**config.mk**
```make
export PLATFORM = sky130hd
export DESIGN_NAME = ecs_cmd_status
export DESIGN_NICKNAME = d
export VERILOG_FILES = /design/src/ecs_pkg.sv /design/src/ecs_cmd_status.sv
export SDC_FILE = /design/constraint.sdc
export NUM_CORES = 1
export LEC_CHECK = 0
export BUFFER_PORTS_ARGS = -buffer_cell sky130_fd_sc_hd__buf_2
export CAP_MARGIN = 20
export CORE_ASPECT_RATIO = 1.2
export CORE_MARGIN = 5
export CORE_UTILIZATION = 42
export DETAILED_ROUTE_END_ITERATION = 10
export HOLD_SLACK_MARGIN = 0.06
export PLACE_DENSITY = 0.81
export SYNTH_ARGS = -nofsm -noshare
export SYNTH_HDL_FRONTEND = slang
export SYNTH_SLANG_ARGS = --single-unit
```
**constraint.sdc**
```tcl
create_clock -name core_clk -period 2.3 [get_ports core_clk]
set_clock_uncertainty 0.1 [all_clocks]
set_input_delay 0.23 -clock core_clk [delete_from_list [all_inputs] [get_ports core_clk]]
set_output_delay 0.23 -clock core_clk [all_outputs]
set_load 0.1 [all_outputs]
```
**src/ecs_pkg.sv**
```systemverilog
// Constants and types for the host command/status register pair.
// Assumes a single 40 MHz core clock and a plain register port.
//
// What this block does
// - A write to the command register at 8Ch starts the selected commands.
// - Writing one then zero to command bit 7 resets controller state, not ports.
// - Command bits 3 to 2 set the frame list length; reset value 00b.
// - Command bit 1 starts a full reset and clears itself when done.
// - The schedule runs while command bit 0 is one, stops when zero.
// - Status flags at 90h clear where software writes a one at 90h or F0h, and on a full or light reset.
// - Status shows only pending interrupt causes, never transaction outcomes.
// - Status bit 3 sets when the frame list index wraps to zero.
// - Status bit 2 sets on an owned port change or resume force rise.
// - Interrupt is high while rollover enable and rollover flag are both one.
// - Interrupt is high while port change enable and flag are both one.
package ecs_pkg;
  // ==========================================================
  // register offsets
  localparam logic [7:0] ECS_CMD_OFS = 8'h8C;
  localparam logic [7:0] ECS_STS_OFS = 8'h90;
  localparam logic [7:0] ECS_IEN_OFS = 8'h94;
  localparam logic [7:0] ECS_CLR_OFS = 8'hF0;
  // ==========================================================
  // field positions and reset values
  localparam int unsigned ECS_RUN_BIT   = 0;
  localparam int unsigned ECS_FRST_BIT  = 1;
  localparam int unsigned ECS_FLS_LSB   = 2;
  localparam int unsigned ECS_LRST_BIT  = 7;
  localparam int unsigned ECS_PCD_BIT   = 2;
  localparam int unsigned ECS_FLR_BIT   = 3;
  localparam logic [31:0] ECS_CMD_RST   = 32'h0000_0000;
  localparam logic [31:0] ECS_STS_RST   = 32'h0000_0000;
  // ==========================================================
  // frame list size codes and lengths
  localparam logic [1:0]  ECS_FLS_1024  = 2'h0;
  localparam logic [1:0]  ECS_FLS_512   = 2'h1;
  localparam logic [1:0]  ECS_FLS_256   = 2'h2;
  localparam logic [10:0] ECS_LEN_1024  = 11'h400;
  localparam logic [10:0] ECS_LEN_512   = 11'h200;
  localparam logic [10:0] ECS_LEN_256   = 11'h100;
  // ==========================================================
  // full reset duration
  localparam int unsigned ECS_CLK_NS      = 25;
  localparam int unsigned ECS_FRST_NS     = 400;
  localparam int unsigned ECS_FRST_CYC    = (ECS_FRST_NS + ECS_CLK_NS - 1) / ECS_CLK_NS;
  localparam logic [4:0]  ECS_FRST_CNT    = 5'(ECS_FRST_CYC - 1);
  // ==========================================================
  // types
  typedef struct packed {
    logic       lightReset;
    logic [2:0] rsvd;
    logic [1:0] frame_list_size;
    logic       fullReset;
    logic       runStop;
  } ecs_cmd_type;

  typedef struct packed {
    logic frame_list_rollover;
    logic port_change_detected;
  } ecs_evt_type;

  typedef enum logic [1:0] {
    ST_IDLE = 2'b00,
    ST_FULL = 2'b01,
    ST_DONE = 2'b11
  } ecs_state_type;
endpackage : ecs_pkg

```
**src/ecs_cmd_status.sv**
```systemverilog
// Command/status register pair with interrupt gating and reset sequencing.
// Assumes frame index and port flags come from logic on core_clk.
//
// Strobed register access was left to the implementer.
`timescale 1ns/1ps
module ecs_cmd_status #(
  parameter int unsigned PORT_COUNT = 1,
  parameter int unsigned CHG_BITS   = 3
) (
  input  wire logic                           core_clk,
  input  wire logic                           rst_n,
  input  wire logic [7:0]                     regAddr,
  input  wire logic [31:0]                    regWrData,
  input  wire logic                           regWrEn,
  input  wire logic                           regRdEn,
  output logic [31:0]                         regRdData,
  input  wire logic [13:0]                    frameIndex,
  input  wire logic [PORT_COUNT*CHG_BITS-1:0] portChangeBits,
  input  wire logic [PORT_COUNT-1:0]          ownerRelease,
  input  wire logic [PORT_COUNT-1:0]          resumeForce,
  output logic                                runSchedule,
  output logic [1:0]                          frameListSize,
  output logic [10:0]                         frameListEntries,
  output logic                                hostResetActive,
  output logic                                lightResetPulse,
  output logic                                hostIrq
);
  // ==========================================================
  // state
  ecs_pkg::ecs_cmd_type   cmdQ;
  ecs_pkg::ecs_evt_type   stsQ;
  ecs_pkg::ecs_evt_type   ienQ;
  ecs_pkg::ecs_state_type stateQ;
  logic [4:0]             rstCntQ;
  logic [13:0]            frameIdxQ;
  logic                   wrapBitPrev;
  logic                   lightQ;
  logic [31:0]            rdDataQ;
  logic                   rdValidQ;
  logic [PORT_COUNT-1:0]  portRise;
  logic                   wrapBit;
  logic                   wrCmd;
  logic                   wrSts;
  logic                   wrIen;
  logic                   wrClr;
  logic                   lightFall;
  logic                   busy;
  ecs_pkg::ecs_cmd_type   wrCmdVal;
  ecs_pkg::ecs_evt_type   setEvt;
  ecs_pkg::ecs_evt_type   clrEvt;
  ecs_pkg::ecs_evt_type   wrEvt;

  // ==========================================================
  // write decode
  assign busy     = (stateQ != ecs_pkg::ST_IDLE);
  assign wrCmd    = regWrEn && !busy && (regAddr == ecs_pkg::ECS_CMD_OFS);
  assign wrSts    = regWrEn && !busy && (regAddr == ecs_pkg::ECS_STS_OFS);
  assign wrIen    = regWrEn && !busy && (regAddr == ecs_pkg::ECS_IEN_OFS);
  assign wrClr    = regWrEn && !busy && (regAddr == ecs_pkg::ECS_CLR_OFS);
  assign wrCmdVal = ecs_pkg::ecs_cmd_type'(regWrData[7:0]);
  assign wrEvt.frame_list_rollover = regWrData[ecs_pkg::ECS_FLR_BIT];
  assign wrEvt.port_change_detected = regWrData[ecs_pkg::ECS_PCD_BIT];
  assign lightFall = wrCmd && cmdQ.lightReset && !wrCmdVal.lightReset;

  // ==========================================================
  // frame list wrap
  // watch bit above index
  always_comb begin
    unique case (cmdQ.frame_list_size)
      ecs_pkg::ECS_FLS_512: begin
        wrapBit     = frameIndex[12];
        wrapBitPrev = frameIdxQ[12];
      end
      ecs_pkg::ECS_FLS_256: begin
        wrapBit     = frameIndex[11];
        wrapBitPrev = frameIdxQ[11];
      end
      default: begin
        wrapBit     = frameIndex[13];
        wrapBitPrev = frameIdxQ[13];
      end
    endcase
  end

  // previous index, so a size change never fakes a wrap
  always_ff @(posedge core_clk) begin
    if (!rst_n) begin
      frameIdxQ <= 14'h0000;
    end else begin
      frameIdxQ <= frameIndex;
    end
  end

  // ==========================================================
  // port change edges
  genvar gp;
  generate
    for (gp = 0; gp < PORT_COUNT; gp++) begin : g_port
      logic [CHG_BITS-1:0] chgPrevQ;
      logic                resPrevQ;
      logic [CHG_BITS-1:0] chgNow;
      assign chgNow = portChangeBits[gp*CHG_BITS +: CHG_BITS];
      always_ff @(posedge core_clk) begin
        if (!rst_n) begin
          chgPrevQ <= '0;
          resPrevQ <= 1'b0;
        end else begin
          chgPrevQ <= chgNow;
          resPrevQ <= resumeForce[gp];
        end
      end
      assign portRise[gp] = !ownerRelease[gp]
                            && ((|(chgNow & ~chgPrevQ)) || (resumeForce[gp] && !resPrevQ));
    end
  endgenerate

  assign setEvt.frame_list_rollover = (wrapBit != wrapBitPrev);
  assign setEvt.port_change_detected = |portRise;
  assign clrEvt.frame_list_rollover = (wrSts || wrClr) && wrEvt.frame_list_rollover;
  assign clrEvt.port_change_detected = (wrSts || wrClr) && wrEvt.port_change_detected;

  // ==========================================================
  // reset sequencer
  always_ff @(posedge core_clk) begin
    if (!rst_n) begin
      stateQ  <= ecs_pkg::ST_IDLE;
      rstCntQ <= '0;
    end else begin
      unique case (stateQ)
        ecs_pkg::ST_IDLE: begin
          if (wrCmd && wrCmdVal.fullReset) begin
            stateQ  <= ecs_pkg::ST_FULL;
            rstCntQ <= ecs_pkg::ECS_FRST_CNT;
          end
        end
        ecs_pkg::ST_FULL: begin
          if (rstCntQ == 5'h0) begin
            stateQ <= ecs_pkg::ST_DONE;
          end else begin
            rstCntQ <= rstCntQ - 5'h1;
          end
        end
        ecs_pkg::ST_DONE: begin
          stateQ <= ecs_pkg::ST_IDLE;
        end
        default: begin
          stateQ <= ecs_pkg::ST_IDLE;
        end
      endcase
    end
  end

  // ==========================================================
  // command register
  always_ff @(posedge core_clk) begin
    if (!rst_n) begin
      cmdQ <= ecs_pkg::ecs_cmd_type'(ecs_pkg::ECS_CMD_RST[7:0]);
    end else if (stateQ == ecs_pkg::ST_FULL) begin
      cmdQ           <= ecs_pkg::ecs_cmd_type'(ecs_pkg::ECS_CMD_RST[7:0]);
      cmdQ.fullReset <= (rstCntQ != 5'h0);
    end else if (lightFall) begin
      cmdQ <= ecs_pkg::ecs_cmd_type'(ecs_pkg::ECS_CMD_RST[7:0]);
    end else if (wrCmd) begin
      cmdQ      <= wrCmdVal;
      cmdQ.rsvd <= 3'h0;
    end
  end

  // ==========================================================
  // status and enables
  always_ff @(posedge core_clk) begin
    if (!rst_n || busy || lightFall) begin
      stsQ <= ecs_pkg::ecs_evt_type'(2'h0);
    end else begin
      stsQ.frame_list_rollover <= (stsQ.frame_list_rollover && !clrEvt.frame_list_rollover) || setEvt.frame_list_rollover;
      stsQ.port_change_detected <= (stsQ.port_change_detected && !clrEvt.port_change_detected) || setEvt.port_change_detected;
    end
  end

  always_ff @(posedge core_clk) begin
    if (!rst_n || busy || lightFall) begin
      ienQ <= ecs_pkg::ecs_evt_type'(2'h0);
    end else if (wrIen) begin
      ienQ <= wrEvt;
    end
  end

  always_ff @(posedge core_clk) begin
    if (!rst_n) begin
      lightQ <= 1'b0;
    end else begin
      lightQ <= lightFall;
    end
  end

  // ==========================================================
  // read port
  always_ff @(posedge core_clk) begin
    if (!rst_n) begin
      rdDataQ  <= 32'h0000_0000;
      rdValidQ <= 1'b0;
    end else begin
      rdValidQ <= regRdEn;
      rdDataQ  <= 32'h0000_0000;
      if (regRdEn) begin
        unique case (regAddr)
          ecs_pkg::ECS_CMD_OFS: rdDataQ <= {24'h00_0000, cmdQ};
          ecs_pkg::ECS_STS_OFS: rdDataQ <= {28'h000_0000, stsQ, 2'h0};
          ecs_pkg::ECS_IEN_OFS: rdDataQ <= {28'h000_0000, ienQ, 2'h0};
          default:              rdDataQ <= 32'h0000_0000;
        endcase
      end
    end
  end

  // ==========================================================
  // outputs
  assign regRdData       = rdValidQ ? rdDataQ : 32'h0000_0000;
  assign runSchedule     = cmdQ.runStop;
  assign frameListSize   = cmdQ.frame_list_size;
  assign hostResetActive = busy;
  assign lightResetPulse = lightQ;
  assign hostIrq = (stsQ.frame_list_rollover && ienQ.frame_list_rollover) || (stsQ.port_change_detected && ienQ.port_change_detected);

  always_comb begin
    unique case (cmdQ.frame_list_size)
      ecs_pkg::ECS_FLS_512: frameListEntries = ecs_pkg::ECS_LEN_512;
      ecs_pkg::ECS_FLS_256: frameListEntries = ecs_pkg::ECS_LEN_256;
      default:              frameListEntries = ecs_pkg::ECS_LEN_1024;
    endcase
  end
endmodule : ecs_cmd_status

```
* Word-level counts from Yosys, hierarchy flattened
Cells that the tools add are included.
** Word-level totals
- Flip-flop bits (word level) :: 68
- Bits of input ports :: 63
- Output and inout bits :: 49
- Word-level logic and storage cells :: 86
** Cells by class
- $add $sub $neg :: 1
- Eq/ne operators :: 11
- Muxes and demuxes :: 14
- Bitwise gates (word level) :: 3
- Reduce and logical (&&, ||, !) cells :: 41
** Operators by type and width (number)
- $eq 8x8->1 const B :: 4
- $mux 32 :: 1
- $pmux 8 s3 :: 1
- $pmux 11 s2 :: 1
- $logic_and 1x1->1 :: 16
- $mux 2 :: 5
- $mux 5 :: 2
- $pmux 5 s2 :: 1
- $logic_not 1->1 :: 7
- $logic_or 1x1->1 :: 7
- $ne 2x2->1 const B :: 3
- $reduce_or 3->1 :: 2
- $logic_not 5->1 :: 1
- $reduce_bool 5->1 :: 1
- $sub 5x1->5 const B :: 1
- $eq 2x1->1 const B :: 2
- $pmux 1 s2 :: 2
- $pmux 2 s2 :: 1
- $reduce_and 2->1 :: 2
- $reduce_bool 2->1 :: 2
- $and 3x3->3 :: 1
- $not 3->3 :: 1
- $reduce_and 3->1 :: 1
- $reduce_bool 3->1 :: 1
- 4 further kinds :: 4

* Depth between registers and ports, before layout
- Depth after elaboration :: 9
- Gate-level depth with buffers :: 7
- Depth with buffers taken out :: 6

* Least setup slack after synthesis
No wires, ideal clock.
- Path kind :: flip-flop to flip-flop
- Start point :: register cmdQ (netlist bit frameListSize[0])
- End point :: register stsQ[1] (netlist name)
- Library setup time :: 0.131 ns
- Arrival :: 1.849 ns
- Required time :: 2.069 ns
- Slack :: 0.220 ns
- Cell stages (with the launch flop) :: 6
- Path buffers :: 0
- Period minus slack after synthesis :: 2.080 ns
- Path through :: dfxtp_1 inv_1 ha_1 o21ai_0 xnor2_1 a21oi_1
** On the way
- Longest elaborated chain between the ends :: 4
- Elaborated cells on any way between the ends :: 6
- Classes of those cells :: eq/ne: 3; mux: 2; reduce/logical: 1
** RTL lines
- from (decl) :: RTL line ecs_cmd_status.sv:30 : ecs_pkg::ecs_cmd_type cmdQ;
- from (signal assigned) :: RTL line ecs_cmd_status.sv:157 : cmdQ <= ecs_pkg::ecs_cmd_type'(ecs_pkg::ECS_CMD_RST[7:0]);
- from (signal assigned) :: RTL line ecs_cmd_status.sv:159 : cmdQ <= ecs_pkg::ecs_cmd_type'(ecs_pkg::ECS_CMD_RST[7:0]);
- from (signal assigned) :: RTL line ecs_cmd_status.sv:162 : cmdQ <= ecs_pkg::ecs_cmd_type'(ecs_pkg::ECS_CMD_RST[7:0]);
- $eq 2x2->1 or $eq 2x1->1 (tied branches) :: RTL line ecs_cmd_status.sv:69 : unique case (cmdQ.frame_list_size)
- $pmux 1 s2 :: RTL line ecs_cmd_status.sv:69
- $ne 1x1->1 (*) :: RTL line ecs_cmd_status.sv:117 : assign setEvt.frame_list_rollover = (wrapBit != wrapBitPrev);
- $logic_or 1x1->1 (*) :: RTL line ecs_cmd_status.sv:175 : stsQ.frame_list_rollover <= (stsQ.frame_list_rollover && !clrEvt.frame_list_rollover) || setEvt.frame_list_rol ...
- to (signal assigned) :: RTL line ecs_cmd_status.sv:173 : stsQ <= ecs_pkg::ecs_evt_type'(2'h0);
- to (decl) :: RTL line ecs_cmd_status.sv:31 : ecs_pkg::ecs_evt_type stsQ;
Every way passes the cells marked *; elsewhere a longest branch is shown, timed or not.
A chain may end at the register's enable or synchronous reset.

* Final worst setup path
- Start point :: register cmdQ (netlist bit frameListSize[0])
- End point :: output frameListEntries[10]
** On the way
- Longest elaborated chain between the ends :: 2
- Elaborated cells on any way between the ends :: 3
- Classes of those cells :: eq/ne: 2; mux: 1
** RTL lines
- $eq 2x2->1 or $eq 2x1->1 (tied branches) :: RTL line ecs_cmd_status.sv:226 : unique case (cmdQ.frame_list_size)
- $pmux 11 s2 (*) :: RTL line ecs_cmd_status.sv:226
- to (decl) :: RTL line ecs_cmd_status.sv:23 : output logic [10:0] frameListEntries,
Marks and branches as above.

==> impl_metrics.env <==
export IMPL_slew_headroom=0.6473
export IMPL_dp_cells=280
export IMPL_start_util=0.4300
export IMPL_cp_max_fo=6
export IMPL_clk_pin_slew_ps=70
export IMPL_totalWireLength_um=3281
export IMPL_rsz0062_at_grt="no"
export IMPL_core_rowCount=25
export IMPL_post_cts_buffers=0
export IMPL_io_pins=112
export IMPL_share_seq_of_total_power=0.353
export IMPL_nFillCells=391
export IMPL_status="completed"
export IMPL_yosys_area_share_simple=0.2618
export IMPL_power_total_mw=1.519
export IMPL_arrival_ps=1610
export IMPL_cts_buffers=5
export IMPL_synth_async_sr_flop_share=0
export IMPL_core_area_um2=3879
export IMPL_whs_endpoint="frameIdxQ[12]"
export IMPL_worst_pin_slew_ps=528.0
export IMPL_diodes=0
export IMPL_insertion_delay_ps=290
export IMPL_critPathCaptureType="output pin"
export IMPL_start_kind="flip-flop"
export IMPL_grt_pass1_wl_um=4988
export IMPL_setup_viol_count_final=0
export IMPL_dpl_worst_slack_ps=550.0
export IMPL_final_cell_mix="38 x buf_2, 35 x conb_1, 30 x dfxtp_1"
export IMPL_required_ps=1970
export IMPL_wl_per_cell_um=11.35
export IMPL_die_h_um=79.03
export IMPL_vias=1298
export IMPL_switchingPower_mw=0.4928
export IMPL_ys_ff_latch=30
export IMPL_drt_iter0_markers=40
export IMPL_cts_max_level=2
export IMPL_cts_root_buf="clkbuf_8"
export IMPL_max_clock_freq_ghz=0.5157
export IMPL_max_cap_violations=0
export IMPL_min_path_cells=2
export IMPL_synth_compound_area_share=0.1103
export IMPL_die_area_um2=5337
export IMPL_clkPwrFrac=0.435
export IMPL_hp_start="frameIndex[12]"
export IMPL_syn_avg_cell_area_um2=8.642
export IMPL_ant_nets=0
export IMPL_period_minus_slack_ps=1939
export IMPL_io_buffers=38
export IMPL_fin_nets=302
export IMPL_tns_ps=0
export IMPL_synth_top_family_by_area="simple AND/OR/NAND/NOR gates"
export IMPL_synthCells=193
export IMPL_crit_chain="inv_1 -> ha_1 -> buf_2"
export IMPL_slew_viol_final=0
export IMPL_syn_cell_area_um2=1668
export IMPL_grt_pass1_vias=1129
export IMPL_drt_vias_per_instance=4.491
export IMPL_gp_congestion=0.8559
export IMPL_grt_max_degree=13
export IMPL_firstDrtPassIters=4
export IMPL_leakagePower_nw=0.8875
export IMPL_cts_num_sinks=30
export IMPL_ys_types=40
export IMPL_grt_usage=0.1252
export IMPL_ir_worst_vdd_mv=0.2931
export IMPL_reg2reg_to="rstCntQ[0]"
export IMPL_ys_warn_count=0
export IMPL_timing_rr_start="rstCntQ[0]"
export IMPL_drive_above_1_share=0.2340
export IMPL_p_int_mw=1.026
export IMPL_hold_viol=0
export IMPL_ys_seq_area_frac=0.3601
export IMPL_grt_antenna_before_repair=0
export IMPL_p_sw_frac=0.3245
export IMPL_gr_total_overflow=0
export IMPL_min_period_over_period=0.8431
export IMPL_power_density_nw_per_um2=793.9
export IMPL_cpPeakStageDelay_ps=440
export IMPL_synth_ff_type="dfxtp_1"
export IMPL_cts_tree="built"
export IMPL_remaining_drc_errors=0
export IMPL_mostFrequentLayoutCell="buf_2"
export IMPL_finalNonFillerCells=289
export IMPL_hold_class="primary input to flip-flop"
export IMPL_critPathKind="flip-flop to output pin"
export IMPL_die_w_um=67.53
export IMPL_synthAdderAreaFrac=0.03751
export IMPL_area_delta_synth_final_pct=14.70
export IMPL_reg2reg_setup_slack_ps=550
export IMPL_synth_xor_area_frac=0.01575
export IMPL_comb_power_share=0.212
export IMPL_reg2reg_depth=6
export IMPL_synthMuxAreaShare=0.01200
export IMPL_clockBufferDepth=2
export IMPL_synth_edf_count=0
export IMPL_setup_ws_ps=360.8
export IMPL_cp_slowest_cell="buf_2"
export IMPL_hpwl_um=2679
-- timing repair --
item | in CTS | in global routing
hold buffers | 1 | 0
resized for setup | 0 | 0
endpoints found under the hold margin | 1 | 0
-- worst max-delay path: cells and delay by family (launching register included) --
kind	cells	cell delay, ps
buffers and inverters	2	540
flip-flops	1	430
adder cells (fa/ha/maj)	1	350
-- flip-flops by register name, indices dropped and copies added (netlist names) --
signal / cells
stateQ: 2
cmdQ: 2
frameIdxQ: 3
g_port.chgPrevQ: 3
frameListSize: 2
g_port.resPrevQ: 1
ienQ: 2
lightResetPulse: 1
runSchedule: 1
stsQ: 2
rdDataQ: 5
rstCntQ: 5
rdValidQ: 1
-- power groups by stage --
stage	registers [mW]	clock network [mW]	logic (mW)
3_3_place_gp	0.547	0	0.317
4_1_cts	0.536	0.674	0.320
3_5_place_dp	0.548	0	0.318
6_report	0.536	0.661	0.321
2_1_floorplan	0.546	0	0.331
5_1_grt	0.537	0.695	0.332
-- worst max-delay path by stage --
stage	startpoint	endpoint	slack [ps]	cells past startpoint
6_report	frameListSize[0]	frameListEntries[10]	360	3
5_1_grt	frameListSize[0]	frameListEntries[10]	250	3
4_1_cts	frameListSize[0]	frameListEntries[10]	330	3
3_5_place_dp	rstCntQ[0]	rstCntQ[0]	550	6
3_3_place_gp	rstCntQ[0]	rstCntQ[1]	580	6
2_1_floorplan	frameListSize[0]	stsQ[1]	220	5
-- per-stage QoR --
stage / cell area [um2] / hold WS, ps / utilization
after detailed placement: 1760 / 352.4 / 0.4539
after CTS: 1913 / 60.14 / 0.4932
after global routing: 1913 / 77.30 / 0.4932
final: 1913 / 66.95 / 0.4932
after floorplan: 1795 / 251.7 / -
after global placement: 1760 / 346.1 / 0.4539
-- layer usage --
metal,global-route usage,share of wire
met1,0.1233,0.36
met2,0.2230,0.55
met3,0.04668,0.074
met4,0.06085,0.020
met5,0,0
-- Yosys cell counts, drive strengths merged (4+ instances only) --
master,count,area share
buf,38,0.17
a21oi,8,0.024
nor3,5,0.021
ha,5,0.038
dfxtp,30,0.36
nor2,14,0.032
o21ai,4,0.012
and2,13,0.050
nand2,12,0.027
nand3,11,0.033
inv,11,0.025
-- area by class of cell --
class | count | area, um2 | area share
multi-input combinational | 147 | 860.8 | 0.4500
sequential | 30 | 600.6 | 0.3139
timing repair buffer | 39 | 200.2 | 0.1046
clock buffer | 6 | 82.58 | 0.04317
tap | 54 | 67.56 | 0.03532
clock inverter | 2 | 60.06 | 0.03139
inverter | 11 | 41.29 | 0.02158
-- logic make-up after synthesis --
kind of cell             after synthesis
AO/OA/AOI/OAI                         27
XOR/XNOR                               3
adder cells (fa/ha/maj)                5
buffers and inverters                 50
flip-flops                            30
multiplexers                           2
other                                  1
AND/OR/NAND/NOR                       75
No activity file was read; power rests on OpenSTA's default activity.
